File: src/logic/wsr_defines.vh
// Operation
// - sticky wake flags: bus bit5, cyclic timer bit4, wake pins three..one bits2..0
// - sticky wake flags for gp pin two bit5, gp pin one bit4
// - a wake out of fail-safe also sets that source's wake flag
// - reserved bits of every status register always read zero
// - level register: wake pins bits0..2, gp pins bits4..5, 1 means high
// - gp level refreshed in normal and stop when wake, low-side or high-side
// - cyclic-sensed wake pin level holds last sample, rewritten per sampling
// - gp pins never sampled cyclically, only wake pins are
// - gp level still shown when configured as low-side or high-side switch
// - level bit7 shows test pin strap: 0 user, 1 development mode
// - level bit6 is 1 with interrupt pin pull-up, else 0
// - one sticky overload flag per high-side switch, bits3..0
// - one sticky open-load flag per high-side switch, bits3..0
// - power-on or soft reset clears all flags; restart keeps them
`ifndef WSR_DEFINES_VH
`define WSR_DEFINES_VH

`define WSR_ADDR_W 7
`define WSR_ADDR_WAKE_A 7'h46
`define WSR_ADDR_WAKE_B 7'h47
`define WSR_ADDR_LEVEL 7'h48
`define WSR_ADDR_HS_OVL 7'h54
`define WSR_ADDR_HS_OL 7'h55

`define WSR_BIT_BUS_WAKE 5
`define WSR_BIT_TIMER_WAKE 4
`define WSR_BIT_WK_LSB 0
`define WSR_BIT_GP_WAKE_LSB 4
`define WSR_BIT_WK_LVL_LSB 0
`define WSR_BIT_GP_LVL_LSB 4
`define WSR_BIT_PULLUP 6
`define WSR_BIT_DEVMODE 7

`define WSR_RST_FLAGS 8'h00
`define WSR_RDATA_NONE 8'h00

`define WSR_MODE_NORMAL 2'h0
`define WSR_MODE_STOP 2'h1
`define WSR_MODE_SLEEP 2'h2
`define WSR_MODE_FAILSAFE 2'h3

`define WSR_GP_OFF 2'h0
`define WSR_GP_WAKE 2'h1
`define WSR_GP_LOWSIDE 2'h2
`define WSR_GP_HIGHSIDE 2'h3

`endif

File: src/logic/wsr_status_regs.v
`timescale 1ns/1ps
`include "wsr_defines.vh"
module wsr_status_regs #(
  parameter NUM_WK = 3,
  parameter NUM_GP = 2,
  parameter NUM_HS = 4
) (
  input wire clk,
  input wire rst,
  input wire soft_rst,
  input wire [1:0] sbc_mode,
  input wire bus_wake_evt,
  input wire timer_wake_evt,
  input wire [NUM_WK-1:0] wake_pin_evt,
  input wire [NUM_GP-1:0] gp_wake_evt,
  input wire [NUM_HS-1:0] hs_overload_evt,
  input wire [NUM_HS-1:0] hs_openload_evt,
  input wire [NUM_WK-1:0] wake_pin_level,
  input wire [NUM_WK-1:0] wake_pin_cyclic,
  input wire [NUM_WK-1:0] wake_sample_strobe,
  input wire [NUM_GP-1:0] gp_pin_level,
  input wire [2*NUM_GP-1:0] gp_cfg,
  input wire fail_output_test_pin,
  input wire int_pullup_detect,
  input wire [`WSR_ADDR_W-1:0] reg_addr,
  input wire reg_rd,
  input wire reg_clr,
  output reg [7:0] reg_rdata,
  output wire fail_safe_wake
);
  wire [5:0] wake_a_set;
  wire [5:0] wake_a_q;
  wire [NUM_GP-1:0] wake_b_q;
  wire [NUM_HS-1:0] hs_ovl_q;
  wire [NUM_HS-1:0] hs_ol_q;
  wire [NUM_WK-1:0] wk_lvl_q;
  wire [NUM_GP-1:0] gp_lvl_q;
  wire [NUM_WK-1:0] wk_upd;
  wire [NUM_GP-1:0] gp_upd;
  wire any_wake;
  wire run_mode;
  reg dev_mode_r;
  reg pullup_r;
  reg strap_pending_r;
  reg [7:0] rdata_nxt;

  // any wake source, also while in fail-safe
  assign any_wake = bus_wake_evt | timer_wake_evt | (|wake_pin_evt) | (|gp_wake_evt);
  assign fail_safe_wake = (sbc_mode == `WSR_MODE_FAILSAFE) && any_wake;

  // flags latch in every mode, fail-safe included
  assign wake_a_set = {bus_wake_evt, timer_wake_evt, 1'b0, wake_pin_evt};

  wsr_sticky_flags #(.W(6)) u_wake_a (
    .clk(clk),
    .rst(rst),
    .soft_rst(soft_rst),
    .set(wake_a_set),
    .clr(reg_clr && (reg_addr == `WSR_ADDR_WAKE_A)),
    .q(wake_a_q)
  );

  wsr_sticky_flags #(.W(NUM_GP)) u_wake_b (
    .clk(clk),
    .rst(rst),
    .soft_rst(soft_rst),
    .set(gp_wake_evt),
    .clr(reg_clr && (reg_addr == `WSR_ADDR_WAKE_B)),
    .q(wake_b_q)
  );

  wsr_sticky_flags #(.W(NUM_HS)) u_hs_ovl (
    .clk(clk),
    .rst(rst),
    .soft_rst(soft_rst),
    .set(hs_overload_evt),
    .clr(reg_clr && (reg_addr == `WSR_ADDR_HS_OVL)),
    .q(hs_ovl_q)
  );

  wsr_sticky_flags #(.W(NUM_HS)) u_hs_ol (
    .clk(clk),
    .rst(rst),
    .soft_rst(soft_rst),
    .set(hs_openload_evt),
    .clr(reg_clr && (reg_addr == `WSR_ADDR_HS_OL)),
    .q(hs_ol_q)
  );

  // live level, or last sample when cyclic sensing owns the pin
  assign wk_upd = ~wake_pin_cyclic | wake_sample_strobe;

  wsr_level_capture #(.W(NUM_WK)) u_wk_lvl (
    .clk(clk),
    .rst(rst),
    .soft_rst(1'b0),
    .level_in(wake_pin_level),
    .update(wk_upd),
    .q(wk_lvl_q)
  );

  assign run_mode = (sbc_mode == `WSR_MODE_NORMAL) || (sbc_mode == `WSR_MODE_STOP);

  genvar g;
  generate
    for (g = 0; g < NUM_GP; g = g + 1) begin : g_gp_upd
      // no sample strobe here: gp pins have no cyclic sense
      assign gp_upd[g] = run_mode && (gp_cfg[2*g+1:2*g] != `WSR_GP_OFF);
    end
  endgenerate

  wsr_level_capture #(.W(NUM_GP)) u_gp_lvl (
    .clk(clk),
    .rst(rst),
    .soft_rst(soft_rst),
    .level_in(gp_pin_level),
    .update(gp_upd),
    .q(gp_lvl_q)
  );

  // straps caught on the first edge after reset release, not under reset
  always @(posedge clk) begin
    if (rst) begin
      strap_pending_r <= 1'b1;
      dev_mode_r <= 1'b0;
      pullup_r <= 1'b0;
    end else if (strap_pending_r) begin
      strap_pending_r <= 1'b0;
      dev_mode_r <= fail_output_test_pin;
      pullup_r <= int_pullup_detect;
    end
  end

  // reserved positions are constant zero in every word
  always @* begin
    rdata_nxt = `WSR_RDATA_NONE;
    case (reg_addr)
      `WSR_ADDR_WAKE_A: begin
        rdata_nxt = {2'b00, wake_a_q};
      end
      `WSR_ADDR_WAKE_B: begin
        rdata_nxt = {2'b00, wake_b_q, 4'h0};
      end
      `WSR_ADDR_LEVEL: begin
        rdata_nxt = {dev_mode_r, pullup_r, gp_lvl_q, 1'b0, wk_lvl_q};
      end
      `WSR_ADDR_HS_OVL: begin
        rdata_nxt = {4'h0, hs_ovl_q};
      end
      `WSR_ADDR_HS_OL: begin
        rdata_nxt = {4'h0, hs_ol_q};
      end
      default: begin
        rdata_nxt = `WSR_RDATA_NONE;
      end
    endcase
  end

  // read captures the pre-clear value, so a read-clear frame loses nothing
  always @(posedge clk) begin
    if (rst) begin
      reg_rdata <= `WSR_RDATA_NONE;
    end else if (reg_rd) begin
      reg_rdata <= rdata_nxt;
    end
  end
endmodule

File: src/logic/wsr_sticky_flags.v
`timescale 1ns/1ps
module wsr_sticky_flags #(
  parameter W = 4
) (
  input wire clk,
  input wire rst,
  input wire soft_rst,
  input wire [W-1:0] set,
  input wire clr,
  output wire [W-1:0] q
);
  reg [W-1:0] flag_r;
  genvar i;
  generate
    for (i = 0; i < W; i = i + 1) begin : g_flag
      always @(posedge clk) begin
        if (rst || soft_rst) begin
          flag_r[i] <= 1'b0;
        end else if (set[i]) begin
          flag_r[i] <= 1'b1; // set beats a same-cycle clear
        end else if (clr) begin
          flag_r[i] <= 1'b0;
        end
      end
    end
  endgenerate
  assign q = flag_r;
endmodule

File: src/logic/wsr_level_capture.v
`timescale 1ns/1ps
module wsr_level_capture #(
  parameter W = 3
) (
  input wire clk,
  input wire rst,
  input wire soft_rst,
  input wire [W-1:0] level_in,
  input wire [W-1:0] update,
  output wire [W-1:0] q
);
  reg [W-1:0] lvl_r;
  genvar i;
  generate
    for (i = 0; i < W; i = i + 1) begin : g_lvl
      always @(posedge clk) begin
        if (rst || soft_rst) begin
          lvl_r[i] <= 1'b0;
        end else if (update[i]) begin
          lvl_r[i] <= level_in[i];
        end
      end
    end
  endgenerate
  assign q = lvl_r;
endmodule

File: config.mk
export PLATFORM = sky130hd
export DESIGN_NAME = wsr_status_regs
export DESIGN_NICKNAME = d
export VERILOG_FILES = /design/src/logic/wsr_status_regs.v /design/src/logic/wsr_sticky_flags.v /design/src/logic/wsr_level_capture.v
export VERILOG_INCLUDE_DIRS = /design/src /design/src/logic
export SDC_FILE = /design/constraint.sdc
export NUM_CORES = 1
export LEC_CHECK = 0
export BUFFER_PORTS_ARGS = -buffer_cell sky130_fd_sc_hd__buf_4
export CAP_MARGIN = 5
export CORE_ASPECT_RATIO = 0.75
export CORE_MARGIN = 2
export CORE_UTILIZATION = 50
export DETAILED_ROUTE_END_ITERATION = 12
export PLACE_DENSITY = 0.83
export SYNTH_ARGS = -nofsm -noshare
export SYNTH_HDL_FRONTEND = slang
export SYNTH_SLANG_ARGS = --single-unit
File: constraint.sdc
create_clock -name clk -period 2.05 [get_ports clk]
set_input_delay 0.1025 -clock clk [delete_from_list [all_inputs] [get_ports clk]]
set_output_delay 0.1025 -clock clk [all_outputs]
set_load 0.05 [all_outputs]
==> reports/results.ini, run 1 <==
[synth]
synth_seq_cells = 31
syn_area_per_cell_um2 = 9.309
synth_top_area_share_pct = 47.28
syn_nets = 187
synth.most_common_cell = dfxtp_1
synth_common_cells = dfxtp_1, nor2_1, a21oi_1
synthCells = 141
synthFlopType = dfxtp_1
netlist_top_cells_area = dfxtp_1, a21oi_1, nor2_1
ys_warn_count = 0
synthDistinctLibCells = 33
ys_seq_area_share_pct = 47.28
synth_edf_count = 0
async_reset_ff_share_pct = 0
syn-cell-area_um2 = 1313
synth_top_area_cell = dfxtp_1

[grt]
grt_start_max_net_pins = 18
grt-ovfl-total = 0
grt_usage_pct = 24.34
grt_pass1_vias = 1349
grt_first_pass_wirelength_um = 5720
antenna_found_initial = 0

[sta]
fin_ws_ps = 493.0
tightest_slew_ps = 358.5
setup_violations = 0
rsz0062_at_grt = no
fmax_mhz = 642.2
fin_skew_ps = 6.156
finalSetupTns_ps = 0
hold_viol = 0
holdWs_ps = 9.286
finalCritPeriodShare_pct = 75.95
final_max_slew_viol_count = 0
period_needed_ps = 1557
max_slew_margin_pct = 76.05

[setup_path]
crit_fanout = 2
reg2regPathDepth = 3
cp.required_ps = 1950
crit_chain = dlygate4sd3_1, buf_4, nor4_1, a21oi_1, buf_4
arrival_ps = 1450
crit_family = buffers and inverters
path_class = in -> out
end_kind = primary output
slowest_delay_ps = 540
worstReg2RegStart = u_hs_ol.q[2]
r2r_slack_ps = 1090
cp-start-kind = primary input
r2r-end = reg_rdata[2]
crit_top_cell = buf_4
worst_path_max_delay_cell = dlygate4sd3_1
path_buf_inv = 3

[detailed_routing]
wl_met2_um = 1827
via_count = 1370
drt-met1-wl_um = 1442
drt-initial-drc-count = 41
dr.pass1.iters = 4
wirelength_um = 3533
antenna_left = 0
wl_per_cell_um = 14.02
drc = 0
top_layer_used = met4
routed_via_density = 5.437
met3_length_um = 212

[floorplanning]
die_w_um = 63.16
core_region_area_um2 = 2542
die_area_um2 = 3055
ios = 55
die_y_um = 48.37
rows = 16
initial_core_util_pct = 51.62

[outcome]
status = finished clean

[min_path]
holdPathStages = 3
worstHoldStart = bus_wake_evt
hold_path.class = in -> reg
hold_end = u_wake_a.q[5]

[power_and_ir_drop]
vdd_drop_max_v = 0.0003865
clkPwrFrac_pct = 32.6
p_total_uw = 1222
power_density_nw_per_um2 = 616.5
p_switching_uw = 285.6
switching_share_pct = 23.37
p_leak_uw = 0.0008365
seqPwrFrac_pct = 52.2
combPwrFrac_pct = 15.2
intPower_uw = 936.3

[cts]
clk_latency_ps = 330
tritoncts = built
cts_max_path_buffers = 2
root_buffer = clkbuf_4
clkTransAtPathRegs_ps = 90
cts-resized-gates = 0
clkSinkCount = 31
cts-htree-levels = 2
numCtsBuffers = 5

[flow_run]
max_cap_violations = 0

[final_layout]
post-route-util_pct = 77.95
antennaDiodeCount = 0
drive_gt1_share_pct = 32.41
syn_to_final_growth_pct = 51.00
nNetsFinal = 261

[placement]
pre_cts_slack_ps = 797.9
hpwl_um = 2550
place.gp.congestion = 0.9123
port_buffers = 54

-- state kept, by name, summed over array words and instances, names as in the netlist --
| register | cells |
|---|---|
| reg_rdata | 8 |
| u_wake_a.q | 5 |
| u_hs_ol.q | 4 |
| u_hs_ovl.q | 4 |
| u_wk_lvl.q | 3 |
| u_gp_lvl.q | 2 |
| u_wake_b.q | 2 |
| dev_mode_r | 1 |
| pullup_r | 1 |
| strap_pending_r | 1 |
-- cell families after synthesis --
logic type | Yosys count | synth area share [%]
DFF | 31 | 47.28
AOI/OAI and AO/OA | 41 | 20.78
buffers and inverters | 4 | 1.525
and+or+nand+nor | 57 | 24.21
muxes | 8 | 6.197
-- placed cells by master (no fill, tap or decap), types with 3 or more instances in the layout --
| master | n |
|---|---|
| a21oi_1 | 21 |
| a22o_1 | 5 |
| a32oi_1 | 6 |
| buf_4 | 54 |
| clkbuf_4 | 5 |
| dfxtp_1 | 31 |
| dlygate4sd3_1 | 17 |
| mux2i_1 | 7 |
| nand2_1 | 5 |
| nand2b_1 | 6 |
| nand4_1 | 4 |
| nor2_1 | 25 |
| o22ai_1 | 3 |
-- power groups by stage --
stage | sequential, uW | clock (uW) | combinational, uW
after global routing | 640 | 437 | 202
after floorplan | 647 | 0 | 70.2
final | 637 | 399 | 186
after global placement | 650 | 0 | 151
after detailed placement | 651 | 0 | 157
after CTS | 637 | 411 | 182
-- worst max path at each step --
| stage | startpoint | to | slack (ps) | depth (start not counted) |
|---|---|---|---|---|
| global route | wake_pin_evt[1] | fail_safe_wake | 430 | 5 |
| detailed placement | reg_addr[5] | u_wake_a.q[5] | 800 | 5 |
| CTS | wake_pin_evt[1] | fail_safe_wake | 530 | 5 |
| global placement | reg_addr[0] | reg_rdata[5] | 830 | 5 |
| floorplan | gp_wake_evt[0] | fail_safe_wake | 1030 | 2 |
| finish | wake_pin_evt[2] | fail_safe_wake | 490 | 5 |
-- stage by stage --
step                      instance area, um2  std cells
final                                   1982        252
after global routing                    1982        252
after CTS                               1972        251
after detailed placement                1743        227
after global placement                  1743        227
after floorplan                         1313        141
-- worst register-to-register path, stage by stage, from the launching register on --
cell     delay, ps
dfxtp_1        320
a32oi_1        220
o22ai_1        140
a22o_1         190
-- metal layers --
layer  global-route usage, %  vias to the layer above
li1                        -                      669
met5                       0                        -
met1                   25.26                      646
met2                   45.74                       47
met4                   8.889                        0
met3                   7.674                        8
-- area by class of cell --
type | instances | area [um2]
Clock buffer | 8 | 68.82
Fill cell | 187 | 560.5
Sequential cell | 31 | 620.6
Timing Repair Buffer | 71 | 575.6
Multi-Input combinational cell | 106 | 671.9
Tap cell | 36 | 45.04
-- timing repair --
item / in CTS / in global routing
hold buffers: 16 / 1
endpoints found under the hold margin: 16 / 1
buffers inserted: 0 / 0
No activity file was read; power rests on OpenSTA's default activity.
==> inputs of run 2 (changes only) <==
Settings changed: CORE_UTILIZATION 50 to 46, PLACE_DENSITY 0.83 to 0.77.
Clock period 2.05 ns to 1.5 ns, I/O delays scaled along.
==> run 2 against run 1 <==
Sequential cell count stayed put. Die area increased by 8.1%. Sequential share of layout area rose by 2.5 points. Power up 38%. Critical path type is now in -> reg.
==> reports/results.ini, run 2 (synthesis results as in run 1) <==
[final_layout]
post-route-util_pct = 68.89  ; -9.1 points
antennaDiodeCount = 0  ; unchanged
final_common_cell = buf_4
seqCellArea_um2 = 620.6  ; unchanged
multi_input_area_um2 = 671.9  ; unchanged
nNetsFinal = 245  ; -6.1%
drive_gt1_share_pct = 34.50  ; +2.1 points
final_cells = 236  ; -6.3%
syn_to_final_growth_pct = 39.75
fill_cells = 224  ; +20%
regMostFlops = reg_rdata
largest_reg_flops = 8  ; unchanged
layout_common_cells = buf_4, dfxtp_1, nor2_1

[grt]
grt_pass1_vias = 1207  ; -11%
grt_usage_pct = 20.39  ; -3.9 points
grt-ovfl-total = 0  ; unchanged
grt_start_max_net_pins = 18  ; unchanged
grt_first_pass_wirelength_um = 5161  ; -9.8%
antenna_found_initial = 0  ; unchanged

[floorplanning]
initial_core_util_pct = 49.30  ; -2.3 points
ios = 55  ; unchanged
core_region_area_um2 = 2663  ; +4.7%
die_area_um2 = 3301  ; +8.1%
die_y_um = 50.26  ; +3.9%
rows = 16  ; unchanged
die_w_um = 65.68  ; +4.0%

[cts]
clkTransAtPathRegs_ps = 60  ; -30 ps
cts_max_path_buffers = 2  ; unchanged
numCtsBuffers = 5  ; unchanged
root_buffer = clkbuf_8
cts-htree-levels = 2  ; unchanged
clkSinkCount = 31  ; unchanged
tritoncts = built
clk_latency_ps = 270  ; -60 ps
cts-resized-gates = 0  ; unchanged

[min_path]
holdPathStages = 3  ; unchanged
hold_path.class = in -> reg
hold_end = u_hs_ovl.q[3]
worstHoldStart = hs_overload_evt[3]

[sta]
finalCritPeriodShare_pct = 82.77
setup_violations = 0  ; unchanged
finalSetupTns_ps = 0  ; unchanged
fin_skew_ps = 2.752  ; -3.404 ps
period_needed_ps = 1242
rsz0062_at_grt = no
fmax_mhz = 805.4
hold_viol = 0  ; unchanged
final_max_slew_viol_count = 0  ; unchanged
tightest_slew_ps = 335.5  ; -22.99 ps
max_slew_margin_pct = 77.55  ; +1.5 points

[setup_path]
arrival_ps = 1450  ; about the same
r2r_slack_ps = 530  ; -560 ps
end_kind = flop
r2r-end = reg_rdata[2]
reg2regPathDepth = 3  ; unchanged
cp.required_ps = 1710  ; -240 ps
worstReg2RegStart = u_hs_ol.q[2]
crit_fanout = 12  ; +10
cp-start-kind = primary input
path_class = in -> reg

[flow_run]
max_cap_violations = 0  ; unchanged

[placement]
hpwl_um = 2488  ; -2.4%
place_inst = 227  ; unchanged
place.gp.congestion = 0.9096  ; -0.30%
port_buffers = 54  ; unchanged

[power_and_ir_drop]
intPower_uw = 1303  ; +39%
vdd_drop_max_v = 0.0005851  ; +51%
seqPwrFrac_pct = 51.7  ; -0.5 points
combPwrFrac_pct = 12.8  ; -2.4 points
p_switching_uw = 385.1  ; +35%
p_leak_uw = 0.0007734  ; -7.6%
power_density_nw_per_um2 = 920.3  ; +49%
p_total_uw = 1688  ; +38%
clkPwrFrac_pct = 35.5  ; +2.9 points
switching_share_pct = 22.81  ; -0.56 points

[outcome]
status = finished clean

[detailed_routing]
drt-initial-drc-count = 41  ; unchanged
via_count = 1261  ; -8.0%
wirelength_um = 3099  ; -12%
drc = 0  ; unchanged
antenna_left = 0  ; unchanged
routed_via_density = 5.343  ; -1.7%
wl_per_cell_um = 13.13  ; -6.3%
dr.pass1.iters = 4  ; unchanged

-- run 2: cell type report --
cell class / instances / share of cell area (%)
multi-input cells: 106 / 36.63
flip-flops and latches: 31 / 33.83
repair buffers: 55 / 22.65
clock buffers: 7 / 4.161
well taps: 36 / 2.456
clock inverters: 1 / 0.2729
-- run 2: critical path, cell delays in order --
cell,delay (ps)
dlygate4sd3_1,540
buf_4,180
or2b_2,310
a21oi_4,170
a22o_1,170
-- run 2: per-layer routing --
layer | wire [um] | up-vias | track usage [%]
met5 | 0 | - | 0
met4 | 0 | 0 | 4.167
met3 | 208 | 0 | 6.502
met2 | 1479 | 39 | 35.52
met1 | 1410 | 583 | 24.65
li1 | - | 639 | -
-- run 2: worst max-delay path by stage --
stage	from	to	slack, ps
final	rst	reg_rdata[5]	260
after floorplan	gp_wake_evt[0]	fail_safe_wake	530
after detailed placement	reg_addr[0]	reg_rdata[5]	290
after global routing	rst	reg_rdata[5]	240
after CTS	rst	reg_rdata[5]	280
after global placement	reg_addr[0]	reg_rdata[5]	310
-- run 2: per-stage QoR --
stage / area [um2] / setup WS, ps / hold slack, ps
after floorplan: 1313 / 532.6 / 102.7
after global placement: 1743 / 310.1 / 274.0
after detailed placement: 1743 / 286.3 / 284.6
after CTS: 1834 / 281.9 / 5.495
after global routing: 1834 / 240.7 / 16.19
final: 1834 / 258.4 / 7.286
-- run 2: timing repair --
| action | CTS | global route |
|---|---|---|
| hold endpoints to repair | 1 | 0 |
| buffers inserted | 0 | 0 |
| hold buffers | 1 | 0 |
-- run 2: power groups by stage --
stage / Combinational (uW) / Clock [uW] / Sequential [uW]
floorplan: 95.9 / 0 / 884
global placement: 207 / 0 / 889
detailed placement: 215 / 0 / 890
CTS: 217 / 618 / 872
global route: 239 / 659 / 875
finish: 217 / 599 / 873
